### src/usb_evt_regs.svh
// Purpose: Offsets, field positions, reset values and timing counts of the event block.
// Assumes: Byte-wide register port with a six-bit address, 20 MHz core clock.
// Notes:   Definitions only; included by every design file that needs them.
`ifndef USB_EVT_REGS_SVH
`define USB_EVT_REGS_SVH

// Register offsets on the byte-wide register port.
`define OFF_NODE_STATE   6'h06
`define OFF_MAIN_EVENT   6'h07
`define OFF_MAIN_MASK    6'h08
`define OFF_SEC_EVENT    6'h09
`define OFF_SEC_MASK     6'h0A
`define OFF_TX_EVENT     6'h0B
`define OFF_TX_MASK      6'h0C
`define OFF_RX_EVENT     6'h0D
`define OFF_RX_MASK      6'h0E
`define OFF_NAK_EVENT    6'h0F
`define OFF_NAK_MASK     6'h10
`define OFF_FW_EVENT     6'h11
`define OFF_FW_MASK      6'h12

// Main event register bit positions.
`define MAIN_WARN_BIT    0
`define MAIN_SEC_BIT     1
`define MAIN_TX_BIT      2
`define MAIN_FRAME_BIT   3
`define MAIN_NAK_BIT     4
`define MAIN_LOCK_BIT    5
`define MAIN_RX_BIT      6
`define MAIN_MASTER_BIT  7

// Secondary event register bit positions.
`define SEC_EOP_BIT      3
`define SEC_IDLE3_BIT    4
`define SEC_IDLE5_BIT    5
`define SEC_BUSZERO_BIT  6
`define SEC_WAKE_BIT     7

// Reset values.
`define REG_RESET        8'h00

// Timing: figures as printed, cycle counts derived from the clock period.
`define CLK_PERIOD_NS    50
`define BUSZERO_TIME_NS  2500
`define IDLE3_TIME_MS    3
`define IDLE5_TIME_MS    5
`define BUSZERO_CYCLES   ((`BUSZERO_TIME_NS + `CLK_PERIOD_NS - 1) / `CLK_PERIOD_NS)
`define IDLE3_CYCLES     ((`IDLE3_TIME_MS * 1000000) / `CLK_PERIOD_NS)
`define IDLE5_CYCLES     ((`IDLE5_TIME_MS * 1000000) / `CLK_PERIOD_NS)

`endif

### src/usb_evt_pkg.sv
// Purpose: Types shared by the event aggregation block.
// Assumes: Node state codes follow the declaration order 00, 01, 10, 11.
// Notes:   Offsets and counts live in usb_evt_regs.svh.
package usb_evt_pkg;

    // Node functional state; the declaration order gives the two-bit codes.
    typedef enum logic [1:0] {
        state_bus_clear,
        state_wake_signal,
        state_running,
        state_asleep
    } node_state_e;

    typedef logic [7:0] byte_t;

endpackage

### src/event_flag_bank.sv
// Purpose: Eight sticky flags, each set by a pulse and cleared by a strobe.
// Assumes: Set and clear strobes are synchronous to clk_i.
// Notes:   A set in the clearing cycle wins, so no event is lost.
`timescale 1ns/10ps
`include "usb_evt_regs.svh"
module event_flag_bank (
    // Clock and reset
    input  wire logic       clk_i,
    input  wire logic       arst_n_i,
    // Set and clear strobes
    input  wire logic [7:0] set_i,
    input  wire logic [7:0] clr_i,
    // Flags
    output logic      [7:0] flag_o
);

    logic [7:0] flag_reg;
    logic [7:0] flag_next;

    // Set has priority over clear in the same cycle.
    assign flag_next = set_i | (flag_reg & ~clr_i);
    assign flag_o    = flag_reg;

    // Flag storage.
    always_ff @(posedge clk_i or negedge arst_n_i) begin
        if (!arst_n_i) begin
            flag_reg <= `REG_RESET;
        end else begin
            flag_reg <= flag_next;
        end
    end

endmodule

### src/level_timer.sv
// Purpose: Fires one pulse once a level has held for LIMIT consecutive cycles.
// Assumes: LIMIT is at least one and below 2**17.
// Notes:   The counter saturates, so a long level fires only once.
`timescale 1ns/10ps
module level_timer #(
    parameter int unsigned LIMIT = 50
) (
    // Clock and reset
    input  wire logic clk_i,
    input  wire logic arst_n_i,
    // Watched level and result
    input  wire logic level_i,
    output logic      fire_o
);

    logic [16:0] count_reg;
    logic [16:0] count_next;
    logic        at_limit;

    // Restart whenever the level drops; hold at the limit afterwards.
    assign at_limit   = (count_reg == 17'(LIMIT));
    assign count_next = !level_i ? 17'h00000 : (at_limit ? count_reg : count_reg + 17'h00001);
    assign fire_o     = level_i && (count_reg == 17'(LIMIT - 1));

    // Run length counter.
    always_ff @(posedge clk_i or negedge arst_n_i) begin
        if (!arst_n_i) begin
            count_reg <= 17'h00000;
        end else begin
            count_reg <= count_next;
        end
    end

endmodule

### src/usb_node_event_aggregator.sv
// Purpose: Event flags, masks, summary bits, interrupt and node state of a USB function.
// Assumes: Register strobes last one cycle; bus and endpoint inputs are synchronous.
// Notes:   Read data is registered and appears on the edge that also clears read flags.
`timescale 1ns/10ps
`include "usb_evt_regs.svh"

module usb_node_event_aggregator #(
    parameter int unsigned IDLE3_CYCLES = `IDLE3_CYCLES,
    parameter int unsigned IDLE5_CYCLES = `IDLE5_CYCLES
) (
    // Clock and reset
    input  wire logic       clk_i,
    input  wire logic       arst_n_i,
    // Register port
    input  wire logic [5:0] reg_addr_i,
    input  wire logic       reg_wr_i,
    input  wire logic       reg_rd_i,
    input  wire logic [7:0] reg_wdata_i,
    output logic      [7:0] reg_rdata_o,
    // Upstream bus conditions
    input  wire logic       bus_se0_i,
    input  wire logic       bus_idle_i,
    input  wire logic       resume_seen_i,
    input  wire logic       eop_seen_i,
    // Frame timer
    input  wire logic       frame_update_i,
    input  wire logic       unlocked_flag_i,
    // Transmit endpoints
    input  wire logic [3:0] tx_done_i,
    input  wire logic [3:0] tx_underflow_i,
    input  wire logic [3:0] tx_status_read_i,
    // Receive endpoints
    input  wire logic [3:0] rx_final_i,
    input  wire logic [3:0] rx_fault_i,
    input  wire logic [3:0] rx_overrun_i,
    input  wire logic [3:0] rx_status_read_i,
    // Handshake refusals
    input  wire logic [3:0] nak_in_i,
    input  wire logic [3:0] nak_out_i,
    // FIFO warning levels
    input  wire logic [3:1] tx_warn_i,
    input  wire logic [3:1] rx_warn_i,
    // Node control and interrupt
    output logic            irq_o,
    output logic      [1:0] node_state_field_o,
    output logic            ep_disable_o,
    output logic            suspend_o,
    output logic            freeze_o,
    output logic            resume_k_o
);

    // Register hit on the current address.
    function automatic logic addr_hit(input logic [5:0] addr, input logic [5:0] offset);
        return addr == offset;
    endfunction

    usb_evt_pkg::node_state_e node_state_reg;
    usb_evt_pkg::byte_t       main_mask_reg;
    usb_evt_pkg::byte_t       sec_mask_reg;
    usb_evt_pkg::byte_t       tx_mask_reg;
    usb_evt_pkg::byte_t       rx_mask_reg;
    usb_evt_pkg::byte_t       nak_mask_reg;
    usb_evt_pkg::byte_t       fw_mask_reg;
    usb_evt_pkg::byte_t       rdata_reg;
    logic [7:0]               fw_prev_reg;
    logic                     unlocked_prev_reg;

    logic [7:0] main_q;
    logic [7:0] sec_q;
    logic [7:0] tx_q;
    logic [7:0] rx_q;
    logic [7:0] nak_q;
    logic [7:0] main_set;
    logic [7:0] main_clr;
    logic [7:0] sec_set;
    logic [7:0] tx_set;
    logic [7:0] tx_clr;
    logic [7:0] rx_set;
    logic [7:0] rx_clr;
    logic [7:0] nak_set;
    logic [7:0] fw_level;
    logic [7:0] fw_new;
    logic [7:0] main_view;
    logic [7:0] read_mux;
    logic       buszero_fire;
    logic       idle3_fire;
    logic       idle5_fire;

    // Register strobes.
    wire rd_main  = reg_rd_i && addr_hit(reg_addr_i, `OFF_MAIN_EVENT);
    wire rd_sec   = reg_rd_i && addr_hit(reg_addr_i, `OFF_SEC_EVENT);
    wire rd_rx    = reg_rd_i && addr_hit(reg_addr_i, `OFF_RX_EVENT);
    wire rd_nak   = reg_rd_i && addr_hit(reg_addr_i, `OFF_NAK_EVENT);
    wire rd_fw    = reg_rd_i && addr_hit(reg_addr_i, `OFF_FW_EVENT);
    wire wr_state = reg_wr_i && addr_hit(reg_addr_i, `OFF_NODE_STATE);
    wire asleep   = (node_state_reg == usb_evt_pkg::state_asleep);

    // Bus condition timers on the upstream port.
    level_timer #(.LIMIT(`BUSZERO_CYCLES)) u_buszero (
        .clk_i    (clk_i),
        .arst_n_i (arst_n_i),
        .level_i  (bus_se0_i),
        .fire_o   (buszero_fire)
    );
    level_timer #(.LIMIT(IDLE3_CYCLES)) u_idle3 (
        .clk_i    (clk_i),
        .arst_n_i (arst_n_i),
        .level_i  (bus_idle_i),
        .fire_o   (idle3_fire)
    );
    level_timer #(.LIMIT(IDLE5_CYCLES)) u_idle5 (
        .clk_i    (clk_i),
        .arst_n_i (arst_n_i),
        .level_i  (bus_idle_i),
        .fire_o   (idle5_fire)
    );

    // Secondary events; every bit is cleared by reading the register.
    assign sec_set = {resume_seen_i && asleep,
                      buszero_fire,
                      idle5_fire,
                      idle3_fire,
                      eop_seen_i,
                      3'h0};
    event_flag_bank u_sec (
        .clk_i    (clk_i),
        .arst_n_i (arst_n_i),
        .set_i    (sec_set),
        .clr_i    ({8{rd_sec}}),
        .flag_o   (sec_q)
    );

    // Transmit copies; endpoint zero stores and forwards so cannot underrun.
    assign tx_set = {tx_underflow_i[3:1], 1'b0, tx_done_i};
    assign tx_clr = {tx_status_read_i[3:1], 1'b1, tx_status_read_i};
    event_flag_bank u_tx (
        .clk_i    (clk_i),
        .arst_n_i (arst_n_i),
        .set_i    (tx_set),
        .clr_i    (tx_clr),
        .flag_o   (tx_q)
    );

    // Receive copies; endpoint zero drops errored packets, so fault is ignored there.
    assign rx_set = {rx_overrun_i,
                     rx_final_i[3:1] | rx_fault_i[3:1], rx_final_i[0]};
    assign rx_clr = {{4{rd_rx}}, rx_status_read_i};
    event_flag_bank u_rx (
        .clk_i    (clk_i),
        .arst_n_i (arst_n_i),
        .set_i    (rx_set),
        .clr_i    (rx_clr),
        .flag_o   (rx_q)
    );

    // Handshake refusals, cleared on read.
    assign nak_set = {nak_out_i, nak_in_i};
    event_flag_bank u_nak (
        .clk_i    (clk_i),
        .arst_n_i (arst_n_i),
        .set_i    (nak_set),
        .clr_i    ({8{rd_nak}}),
        .flag_o   (nak_q)
    );

    // Warning levels follow the FIFOs; only newly raised bits count, else a
    // persisting warning would re-arm the summary right after each read.
    assign fw_level = {rx_warn_i, 1'b0, tx_warn_i, 1'b0};
    assign fw_new   = fw_level & ~fw_prev_reg;

    // Summary flags. Masks gate setting only; flags already set stay set.
    assign main_set[`MAIN_WARN_BIT]   = |(fw_new & fw_mask_reg);
    assign main_set[`MAIN_SEC_BIT]    = |(sec_set & sec_mask_reg);
    assign main_set[`MAIN_TX_BIT]     = |(tx_set & tx_mask_reg);
    assign main_set[`MAIN_FRAME_BIT]  = frame_update_i;
    assign main_set[`MAIN_NAK_BIT]    = |(nak_set & nak_mask_reg);
    assign main_set[`MAIN_LOCK_BIT]   = unlocked_flag_i ^ unlocked_prev_reg;
    assign main_set[`MAIN_RX_BIT]     = |(rx_set & rx_mask_reg);
    assign main_set[`MAIN_MASTER_BIT] = 1'b0;

    // Each summary has a clearing cause, frame and lock sharing the main read; set wins in the bank.
    assign main_clr[`MAIN_WARN_BIT]   = rd_fw;
    assign main_clr[`MAIN_SEC_BIT]    = rd_sec;
    assign main_clr[`MAIN_TX_BIT]     = (tx_q == 8'h00);
    assign main_clr[`MAIN_FRAME_BIT]  = rd_main;
    assign main_clr[`MAIN_NAK_BIT]    = rd_nak;
    assign main_clr[`MAIN_LOCK_BIT]   = rd_main;
    assign main_clr[`MAIN_RX_BIT]     = (rx_q == 8'h00);
    assign main_clr[`MAIN_MASTER_BIT] = 1'b1;
    event_flag_bank u_main (
        .clk_i    (clk_i),
        .arst_n_i (arst_n_i),
        .set_i    (main_set),
        .clr_i    (main_clr),
        .flag_o   (main_q)
    );
    assign main_view = {1'b0, main_q[6:0]};

    // Interrupt: master enable and any enabled summary flag.
    assign irq_o = main_mask_reg[`MAIN_MASTER_BIT]
                   && |(main_view[6:0] & main_mask_reg[6:0]);

    // Node state decoding drives the transceiver and endpoint controls.
    assign node_state_field_o = node_state_reg;
    assign ep_disable_o       = (node_state_reg == usb_evt_pkg::state_bus_clear);
    assign resume_k_o         = (node_state_reg == usb_evt_pkg::state_wake_signal);
    assign suspend_o          = asleep;
    assign freeze_o           = asleep;

    // Read selection; unmapped addresses and reserved bits read as zero.
    assign read_mux =
        addr_hit(reg_addr_i, `OFF_NODE_STATE) ? {6'h00, node_state_reg} :
        addr_hit(reg_addr_i, `OFF_MAIN_EVENT) ? main_view :
        addr_hit(reg_addr_i, `OFF_MAIN_MASK)  ? main_mask_reg :
        addr_hit(reg_addr_i, `OFF_SEC_EVENT)  ? sec_q :
        addr_hit(reg_addr_i, `OFF_SEC_MASK)   ? sec_mask_reg :
        addr_hit(reg_addr_i, `OFF_TX_EVENT)   ? tx_q :
        addr_hit(reg_addr_i, `OFF_TX_MASK)    ? tx_mask_reg :
        addr_hit(reg_addr_i, `OFF_RX_EVENT)   ? rx_q :
        addr_hit(reg_addr_i, `OFF_RX_MASK)    ? rx_mask_reg :
        addr_hit(reg_addr_i, `OFF_NAK_EVENT)  ? nak_q :
        addr_hit(reg_addr_i, `OFF_NAK_MASK)   ? nak_mask_reg :
        addr_hit(reg_addr_i, `OFF_FW_EVENT)   ? fw_level :
        addr_hit(reg_addr_i, `OFF_FW_MASK)    ? fw_mask_reg : 8'h00;
    assign reg_rdata_o = rdata_reg;

    // Read data is captured on the same edge that clears the read flags.
    always_ff @(posedge clk_i or negedge arst_n_i) begin
        if (!arst_n_i) begin
            rdata_reg <= `REG_RESET;
        end else if (reg_rd_i) begin
            rdata_reg <= read_mux;
        end
    end

    // Node state: module reset enters bus clear; software chooses the rest.
    always_ff @(posedge clk_i or negedge arst_n_i) begin
        if (!arst_n_i) begin
            node_state_reg <= usb_evt_pkg::state_bus_clear;
        end else if (wr_state) begin
            node_state_reg <= usb_evt_pkg::node_state_e'(reg_wdata_i[1:0]);
        end
    end

    // Mask registers written by software.
    always_ff @(posedge clk_i or negedge arst_n_i) begin
        if (!arst_n_i) begin
            main_mask_reg <= `REG_RESET;
            sec_mask_reg  <= `REG_RESET;
            tx_mask_reg   <= `REG_RESET;
            rx_mask_reg   <= `REG_RESET;
            nak_mask_reg  <= `REG_RESET;
            fw_mask_reg   <= `REG_RESET;
        end else if (reg_wr_i) begin
            if (addr_hit(reg_addr_i, `OFF_MAIN_MASK)) main_mask_reg <= reg_wdata_i;
            if (addr_hit(reg_addr_i, `OFF_SEC_MASK))  sec_mask_reg  <= {reg_wdata_i[7:3], 3'h0};
            if (addr_hit(reg_addr_i, `OFF_TX_MASK))   tx_mask_reg   <= reg_wdata_i;
            if (addr_hit(reg_addr_i, `OFF_RX_MASK))   rx_mask_reg   <= reg_wdata_i;
            if (addr_hit(reg_addr_i, `OFF_NAK_MASK))  nak_mask_reg  <= reg_wdata_i;
            if (addr_hit(reg_addr_i, `OFF_FW_MASK))   fw_mask_reg   <= reg_wdata_i;
        end
    end

    // Previous levels for edge detection; the lock flag resets to unlocked.
    always_ff @(posedge clk_i or negedge arst_n_i) begin
        if (!arst_n_i) begin
            fw_prev_reg       <= `REG_RESET;
            unlocked_prev_reg <= 1'b1;
        end else begin
            fw_prev_reg       <= fw_level;
            unlocked_prev_reg <= unlocked_flag_i;
        end
    end

    // Checks on the behaviour above.
    a_main_top_zero: assert property (@(posedge clk_i) disable iff (!arst_n_i)
        rd_main |=> reg_rdata_o[7] == 1'b0)
        else $error("main event bit 7 read as one");

    a_bus_clear_pipes: assert property (@(posedge clk_i) disable iff (!arst_n_i)
        wr_state && reg_wdata_i[1:0] == 2'h0 |=> ep_disable_o && !resume_k_o)
        else $error("pipes not disabled on bus clear entry");

    a_asleep_freeze: assert property (@(posedge clk_i) disable iff (!arst_n_i)
        node_state_field_o == 2'h3 |-> suspend_o && freeze_o && !ep_disable_o)
        else $error("asleep state without suspend and freeze");

    a_frame_sets: assert property (@(posedge clk_i) disable iff (!arst_n_i)
        frame_update_i |=> main_q[`MAIN_FRAME_BIT])
        else $error("frame update did not set its flag");

    a_lock_change: assert property (@(posedge clk_i) disable iff (!arst_n_i)
        $changed(unlocked_flag_i) |=> main_q[`MAIN_LOCK_BIT])
        else $error("lock change not flagged");

    a_set_beats_read: assert property (@(posedge clk_i) disable iff (!arst_n_i)
        rd_sec && eop_seen_i |=> sec_q[`SEC_EOP_BIT])
        else $error("event lost under clear on read");

    a_buszero_time: assert property (@(posedge clk_i) disable iff (!arst_n_i)
        buszero_fire |-> bus_se0_i && $past(bus_se0_i, 49) ##1 sec_q[`SEC_BUSZERO_BIT])
        else $error("bus zero flag timing wrong");

    a_underrun_zero: assert property (@(posedge clk_i) disable iff (!arst_n_i)
        tx_underflow_i[0] |=> !tx_q[4] && !$rose(tx_q[4]))
        else $error("endpoint zero underrun bit set");

    a_wake_asleep: assert property (@(posedge clk_i) disable iff (!arst_n_i)
        $rose(sec_q[`SEC_WAKE_BIT]) |-> $past(asleep) && $past(resume_seen_i))
        else $error("wake flag set outside asleep state");

    a_irq_master: assert property (@(posedge clk_i) disable iff (!arst_n_i)
        !main_mask_reg[`MAIN_MASTER_BIT] || main_mask_reg[6:0] == 7'h00 |-> !irq_o)
        else $error("interrupt without enable");

endmodule

### config.mk
export PLATFORM = sky130hd
export DESIGN_NAME = usb_node_event_aggregator
export DESIGN_NICKNAME = d
export VERILOG_FILES = /design/src/usb_evt_pkg.sv /design/src/event_flag_bank.sv /design/src/level_timer.sv /design/src/usb_node_event_aggregator.sv
export VERILOG_INCLUDE_DIRS = /design/src
export SDC_FILE = /design/constraint.sdc
export NUM_CORES = 1
export LEC_CHECK = 0
export BUFFER_PORTS_ARGS = -buffer_cell sky130_fd_sc_hd__buf_2
export CAP_MARGIN = 20
export CORE_MARGIN = 2
export CORE_UTILIZATION = 53
export DETAILED_ROUTE_END_ITERATION = 8
export HOLD_SLACK_MARGIN = 0.08
export PLACE_DENSITY = 0.83
export SLEW_MARGIN = 40
export SYNTH_ARGS = -nofsm -noshare
export SYNTH_HDL_FRONTEND = slang
export SYNTH_SLANG_ARGS = --single-unit
### constraint.sdc
create_clock -name clk_i -period 1.7 [get_ports clk_i]
set_input_delay 0.085 -clock clk_i [delete_from_list [all_inputs] [get_ports clk_i]]
set_output_delay 0.085 -clock clk_i [all_outputs]
set_load 0.01 [all_outputs]
==> results.ini, run 1 <==
[run_status]
status=finished, final reports clean

[global_routing]
grt_pass1_vias=6624
grt_pass1_wl_um=34900
antenna_found_initial=0
grt_max_degree=49
overflow=0
grt_usage_pct=30.8

[route]
ant_nets=0
drc_errors=0
routed_via_density=6.13
wl_met1_um=8690
met2_length_um=10700
met3_length_um=1700
first_iter_violations=841
drt-total-wl_um=22400
firstDrtPassIters=6
dr_total_vias=6723
routedWlPerCell_um=20.4
top_layer_used=met4

[floorplanning]
dieArea_sq_mm=0.0151
coreArea_sq_mm=0.0139
fp.dieW_um=123
dieHeight_um=123
rows=43
initial_core_util_pct=54.1
pin_count=81

[yosys]
synth_edf_count=0
synth_ff_type=dfrtp_1
yosysUniqueCellTypes=77
postSynthCellCount=702
synth_seq_cells=151
netlist_area_sq_mm=0.00751
ys_warn_count=0
ys_seq_area_share_pct=50.4
syn_nets=775
avgSynthCellArea_sq_um=10.7
synthArstFlopShare_pct=100

[clocking]
cts.sinks=151
htreeDepth=4
cts.path.max_buffers=2
clockRootBuffer=clkbuf_16
cts_buffers=17
insertion_delay_ns=0.43
cts_tree=built
clk_pin_slew_ns=0.06

[place]
place_ws_ns=-0.0798
dpl.cell_count=1002
gp_congestion=1.01
post-dp-hpwl_um=15000
portBuffers=78

[timing]
period_share_pct=98.4
setup_slack_ns=0.0275
setup_viol=0
skew_ns=0.00826
period_needed_ns=1.67
tightest_slew_ns=0.541
slew_violations=0
final_hold_viol_count=0
rsz0062_at_grt=true
fmax_ghz=0.598
slew_headroom_pct=63.8

[layout]
drive_gt1_share_pct=28.5
nFillCells=971
syn_to_final_growth_pct=30.4
seqCellArea_sq_mm=0.00378
multiInputGateArea_sq_mm=0.00356
fin_cells=1096
final_util_pct=70.5
nNetsFinal=975

[pwr]
p_per_area_mw_per_mm2=906
leakage_nw=4.37
ir_worst_vdd_v=0.000745

[critical_path]
required_ns=1.62
r2r-start=nak_mask_reg[5]
path_cells=a222oi_1 -> a31oi_1 -> buf_2
cp-start-kind=flop
worst-r2r-setup-slack_ns=0.05
critPathCaptureType=primary output
path_class=flop to primary output
path_buf_inv=1
reg2reg_to=reg_rdata_o[5]
cp.arrival_ns=1.59
slowest_stage=dfrtp_1
critPathTopFamily=compound AO/OA/AOI/OAI gates
max_stage_delay_ns=0.44
worst_r2r_path_depth=6
cp_max_fo=3

[hold_path]
hold_start=reg_wr_i
hold-path-endpoint=node_state_field_o[1]
holdPathStages=3
hold_path.class=input pin to flop

[run]
maxCapViolations=0

## timing repair
| action | 4_1_cts | 5_1_grt |
|---|---|---|
| resized for setup | 0 | 16 |
| hold buffers | 58 | 0 |
| hold endpoints to repair | 251 | 0 |
| setup endpoints to repair | 0 | 13 |
| buffers inserted | 0 | 3 |
## metal layers
layer | global-route usage [%] | up-vias
li1 | - | 2958
met2 | 50.1 | 391
met5 | 0 | -
met3 | 5.81 | 115
met4 | 17.0 | 0
met1 | 39.0 | 3259
## worst min-delay path: cells and delay by family
family	cells	cell delay (ns)
and+or+nand+nor	1	0.11
buffers and inverters	1	0.16
muxes	1	0.15
## kinds of logic (layout without fill, tap and decap cells)
family | count (synthesis) | in the layout | synth area share (%)
and+or+nand+nor | 246 | 246 | 17.4
other | 0 | 1 | 0
muxes | 66 | 66 | 9.98
DFF | 151 | 151 | 50.4
xor gates and xnor gates | 42 | 42 | 4.90
buffers and inverters | 53 | 266 | 3.13
adders and majority gates | 7 | 7 | 1.17
AOI/OAI and AO/OA | 137 | 137 | 13.0
## how the worst max path moves through the flow
stage	from	to	slack, ns	cells past startpoint
3_3_place_gp	reg_addr_i[3]	reg_rdata_o[3]	-0.04	8
6_report	main_mask_reg[3]	irq_o	0.03	3
4_1_cts	u_idle3.count_reg[10]	u_idle3.count_reg[1]	0.03	6
3_5_place_dp	reg_addr_i[3]	reg_rdata_o[3]	-0.08	8
2_1_floorplan	reg_addr_i[3]	reg_rdata_o[2]	0.03	8
5_1_grt	u_idle3.count_reg[10]	u_idle3.count_reg[1]	-0.01	6
## stage by stage
stage / total power [mW] / setup TNS (ns) / hold slack (ns) / cell area, sq um
final: 8.87 / 0 / 0.111 / 9790
after global routing: 9.17 / -0.0170 / 0.103 / 9790
after CTS: 8.82 / 0 / 0.0906 / 9700
after detailed placement: 5.07 / -0.289 / 0.0574 / 8540
after global placement: 5.03 / -0.0969 / 0.0543 / 8540
after floorplan: 4.55 / 0 / -0.211 / 7510
## power by group
group          internal, mW  leakage (nW)  switching [mW]
logic                 0.557          2.20           0.543
clock network          2.17         0.279            1.51
registers              3.83          1.89           0.258
## cells in the mapped netlist, drive strengths merged (3+ instances only)
| cell | number | area (sq um) |
|---|---|---|
| dfrtp | 150 | 3750 |
| nor2 | 57 | 219 |
| mux2 | 51 | 574 |
| nand2 | 50 | 190 |
| nand3 | 36 | 180 |
| a21o | 27 | 203 |
| inv | 25 | 93.8 |
| o21ai | 22 | 114 |
| xnor2 | 22 | 193 |
| xor2 | 20 | 175 |
| a21oi | 17 | 85.1 |
| and2 | 16 | 100 |
| a22oi | 14 | 105 |
| buf | 14 | 88.8 |
| clkbuf | 14 | 52.6 |
| nand4 | 14 | 87.6 |
| nor3 | 14 | 75.1 |
| mux2i | 13 | 130 |
| a221oi | 8 | 70.1 |
| and3 | 8 | 50.1 |
| nor2b | 8 | 50.1 |
| o22ai | 8 | 56.3 |
| or3 | 8 | 50.1 |
| ha | 7 | 87.6 |
| nor4 | 6 | 43.8 |
| nor3b | 5 | 42.5 |
| a211oi | 4 | 30.0 |
| a222oi | 4 | 40.0 |
| o2bb2ai | 4 | 35.0 |
| a21boi | 3 | 22.5 |
| a31oi | 3 | 18.8 |
| nand2b | 3 | 18.8 |
| nor4bb | 3 | 30.0 |
| o311ai | 3 | 26.3 |
| or4 | 3 | 22.5 |
| or4b | 3 | 37.5 |
## cell usage in the layout, fill, tap and decap left out, types with 17 or more instances in the layout
| cell type | netlist | routed |
|---|---|---|
| a21o_1 | 27 | 27 |
| buf_2 | 8 | 77 |
| buf_4 | 1 | 71 |
| clkbuf_16 | 0 | 17 |
| dfrtp_1 | 150 | 147 |
| dlygate4sd3_1 | 0 | 58 |
| inv_1 | 25 | 24 |
| mux2_2 | 50 | 50 |
| nand2_1 | 49 | 49 |
| nand3_1 | 36 | 36 |
| nor2_1 | 55 | 55 |
| o21ai_0 | 21 | 21 |
| xnor2_1 | 22 | 21 |
| xor2_1 | 20 | 20 |
## area by class of cell
class	instances	area share, %
Clock inverter	10	0.958
Sequential cell	151	38.6
Multi-Input combinational cell	498	36.3
Antenna cell	1	0.0256
Inverter	25	0.958
Clock buffer	22	4.95
Timing Repair Buffer	209	15.8
Tap cell	180	2.30
Power figures use the tool's default switching activity.
==> run 2, diff against run 1 <==
BUFFER_PORTS_ARGS = -buffer_cell sky130_fd_sc_hd__buf_4   (was -buffer_cell sky130_fd_sc_hd__buf_2)
==> run 2 against run 1 <==
Net effect:
- count of clock-buffer cells in the layout fell by 2
- clock skew rose by 0.0015 ns
- flip-flop and latch count did not move
- hold slack got worse by 0.034 ns
- total power rose by 3.9%
- routed wire length rose by 4.4%
- core utilization rose by 1.4 points
- critical path depth rose by 1
- combinational power rose by 6%
- design area rose by 1.9%
- highest routed layer unchanged
==> results.ini, run 2 (synthesized netlist as in run 1, its figures left out) <==
[timing]
skew_ns=0.00974  ; +0.00148 ns
setup_tns_ns=0  ; unchanged
setup_slack_ns=0.0282  ; +0.000624 ns
period_share_pct=98.3  ; about the same
setup_viol=0  ; unchanged
tightest_slew_ns=0.460  ; -0.0813 ns
whs_ns=0.0772  ; -0.0338 ns
period_needed_ns=1.67  ; -0.000624 ns
final_hold_viol_count=0  ; unchanged
slew_headroom_pct=68.5  ; +4.8 points
fmax_ghz=0.598  ; about the same
rsz0062_at_grt=true
slew_violations=0  ; unchanged

[critical_path]
path_class=flop to primary output
reg2reg_to=reg_rdata_o[3]
cp_max_fo=2  ; -1
cp.arrival_ns=1.59  ; about the same
cp-endpoint=irq_o
worst-r2r-setup-slack_ns=0.05  ; about the same
r2r-start=u_tx.flag_o[3]
cp-start-kind=flop
required_ns=1.62  ; about the same
critPathCaptureType=primary output
startpoint=main_mask_reg[3]
worst_r2r_path_depth=4  ; -2

[floorplanning]
rows=43  ; unchanged
initial_core_util_pct=54.1  ; unchanged
dieHeight_um=123  ; unchanged
pin_count=81  ; unchanged
coreArea_sq_mm=0.0139  ; unchanged
fp.dieW_um=123  ; unchanged
dieArea_sq_mm=0.0151  ; unchanged

[run_status]
status=finished, final reports clean

[layout]
syn_to_final_growth_pct=33.0
fin_cells=1089  ; -0.64%
antenna_cells=0  ; -1
final_area_sq_mm=0.00998  ; +1.9%
nNetsFinal=969  ; -0.62%
final_util_pct=71.9  ; +1.4 points
final_cell_mix=dfrtp_1 (147), buf_4 (138), dlygate4sd3_1 (60)
final_common_cell=dfrtp_1
drive_gt1_share_pct=27.7  ; -0.80 points

[pwr]
leakage_nw=4.42  ; +1.1%
fin_total_pwr_mw=9.21  ; +3.9%
ir_worst_vdd_v=0.000808  ; +8.5%
p_per_area_mw_per_mm2=923  ; +1.9%

[place]
dpl.cell_count=993  ; -0.90%
dpl_cell_area_sq_mm=0.00867  ; +1.6%
post-dp-hpwl_um=16300  ; +9.2%
portBuffers=78  ; unchanged
gp_congestion=1.04  ; +2.6%
place_ws_ns=-0.0827  ; -0.00290 ns

[global_routing]
antenna_found_initial=0  ; unchanged
grt_pass1_vias=6787  ; +2.5%
grt_max_degree=61  ; +24%
overflow=0  ; unchanged
grt_usage_pct=32.2  ; +1.4 points
grt_pass1_wl_um=36500  ; +4.5%

[route]
drc_errors=0  ; unchanged
dr_total_vias=6673  ; -0.74%
ant_nets=0  ; unchanged
first_iter_violations=608  ; -28%
firstDrtPassIters=6  ; unchanged
routedWlPerCell_um=21.5  ; +5.0%
routed_via_density=6.13  ; -0.11%
drt-total-wl_um=23400  ; +4.4%

[hold_path]
hold_path.class=input pin to asynchronous set/reset pin

[clocking]
cts_buffers=17  ; unchanged
cts_tree=built
cts.sinks=151  ; unchanged
clk_pin_slew_ns=0.07  ; about the same
htreeDepth=4  ; unchanged
insertion_delay_ns=0.43  ; about the same
clockRootBuffer=clkbuf_16
cts.path.max_buffers=2  ; unchanged

[run]
maxCapViolations=0  ; unchanged

run 2: cell types whose count changed in the layout (fill, tap and decap cells not counted), sizes merged:
cell,change
clkbuf,-2
dlygate4sd3,+2
clkinvlp,-2
inv,+3
clkinv,-1
bufinv,+2
buf,-8
diode,-1
run 2: worst min-delay path by stage:
| stage | start | end | slack, ns | cells past startpoint |
|---|---|---|---|---|
| finish | arst_n_i | u_nak.flag_o[1] | 0.08 | 2 |
| global route | arst_n_i | u_nak.flag_o[0] | 0.09 | 2 |
| CTS | arst_n_i | u_main.flag_o[0] | 0.09 | 2 |
| detailed placement | arst_n_i | u_main.flag_o[0] | -0.04 | 1 |
| global placement | arst_n_i | u_main.flag_o[4] | -0.04 | 1 |
| floorplan | arst_n_i | fw_mask_reg[0] | -0.21 | 0 |
run 2: power by group:
part | switching [mW] | internal [mW] | total [mW]
clock network | 1.58 | 2.38 | 3.96
logic | 0.553 | 0.618 | 1.17
registers | 0.258 | 3.83 | 4.09
run 2: layout make-up:
type                       instances  area [sq um]
clock buffer                      20           447
timing repair buffer             203          1720
tap                              180           225
multi-input combinational        498          3540
inverter                          25          93.8
fill                             974          3900
sequential                       151          3780
clock inverter                    12           166
run 2: metal layers:
layer | vias up | global-route usage, % | share of wire [%]
li1 | 2934 | - | -
met4 | 0 | 17.4 | 5.4
met1 | 3285 | 40.6 | 38
met2 | 362 | 52.3 | 48
met3 | 92 | 6.64 | 7.8
met5 | - | 0 | 0
run 2: what timing repair did:
| action | in CTS | in global routing |
|---|---|---|
| buffers inserted | 0 | 4 |
| endpoints found under the hold margin | 261 | 0 |
| pin swaps | 2 | 6 |
| gates resized for setup | 2 | 14 |
| hold buffers | 60 | 0 |
| gates cloned | 0 | 0 |
| endpoints found under the setup margin | 3 | 16 |
run 2: critical path: stages, from the launching register on:
cell and delay, ns:
dfrtp_1 0.42, buf_6 0.14, a222oi_1 0.29, a31oi_1 0.15, buf_4 0.17
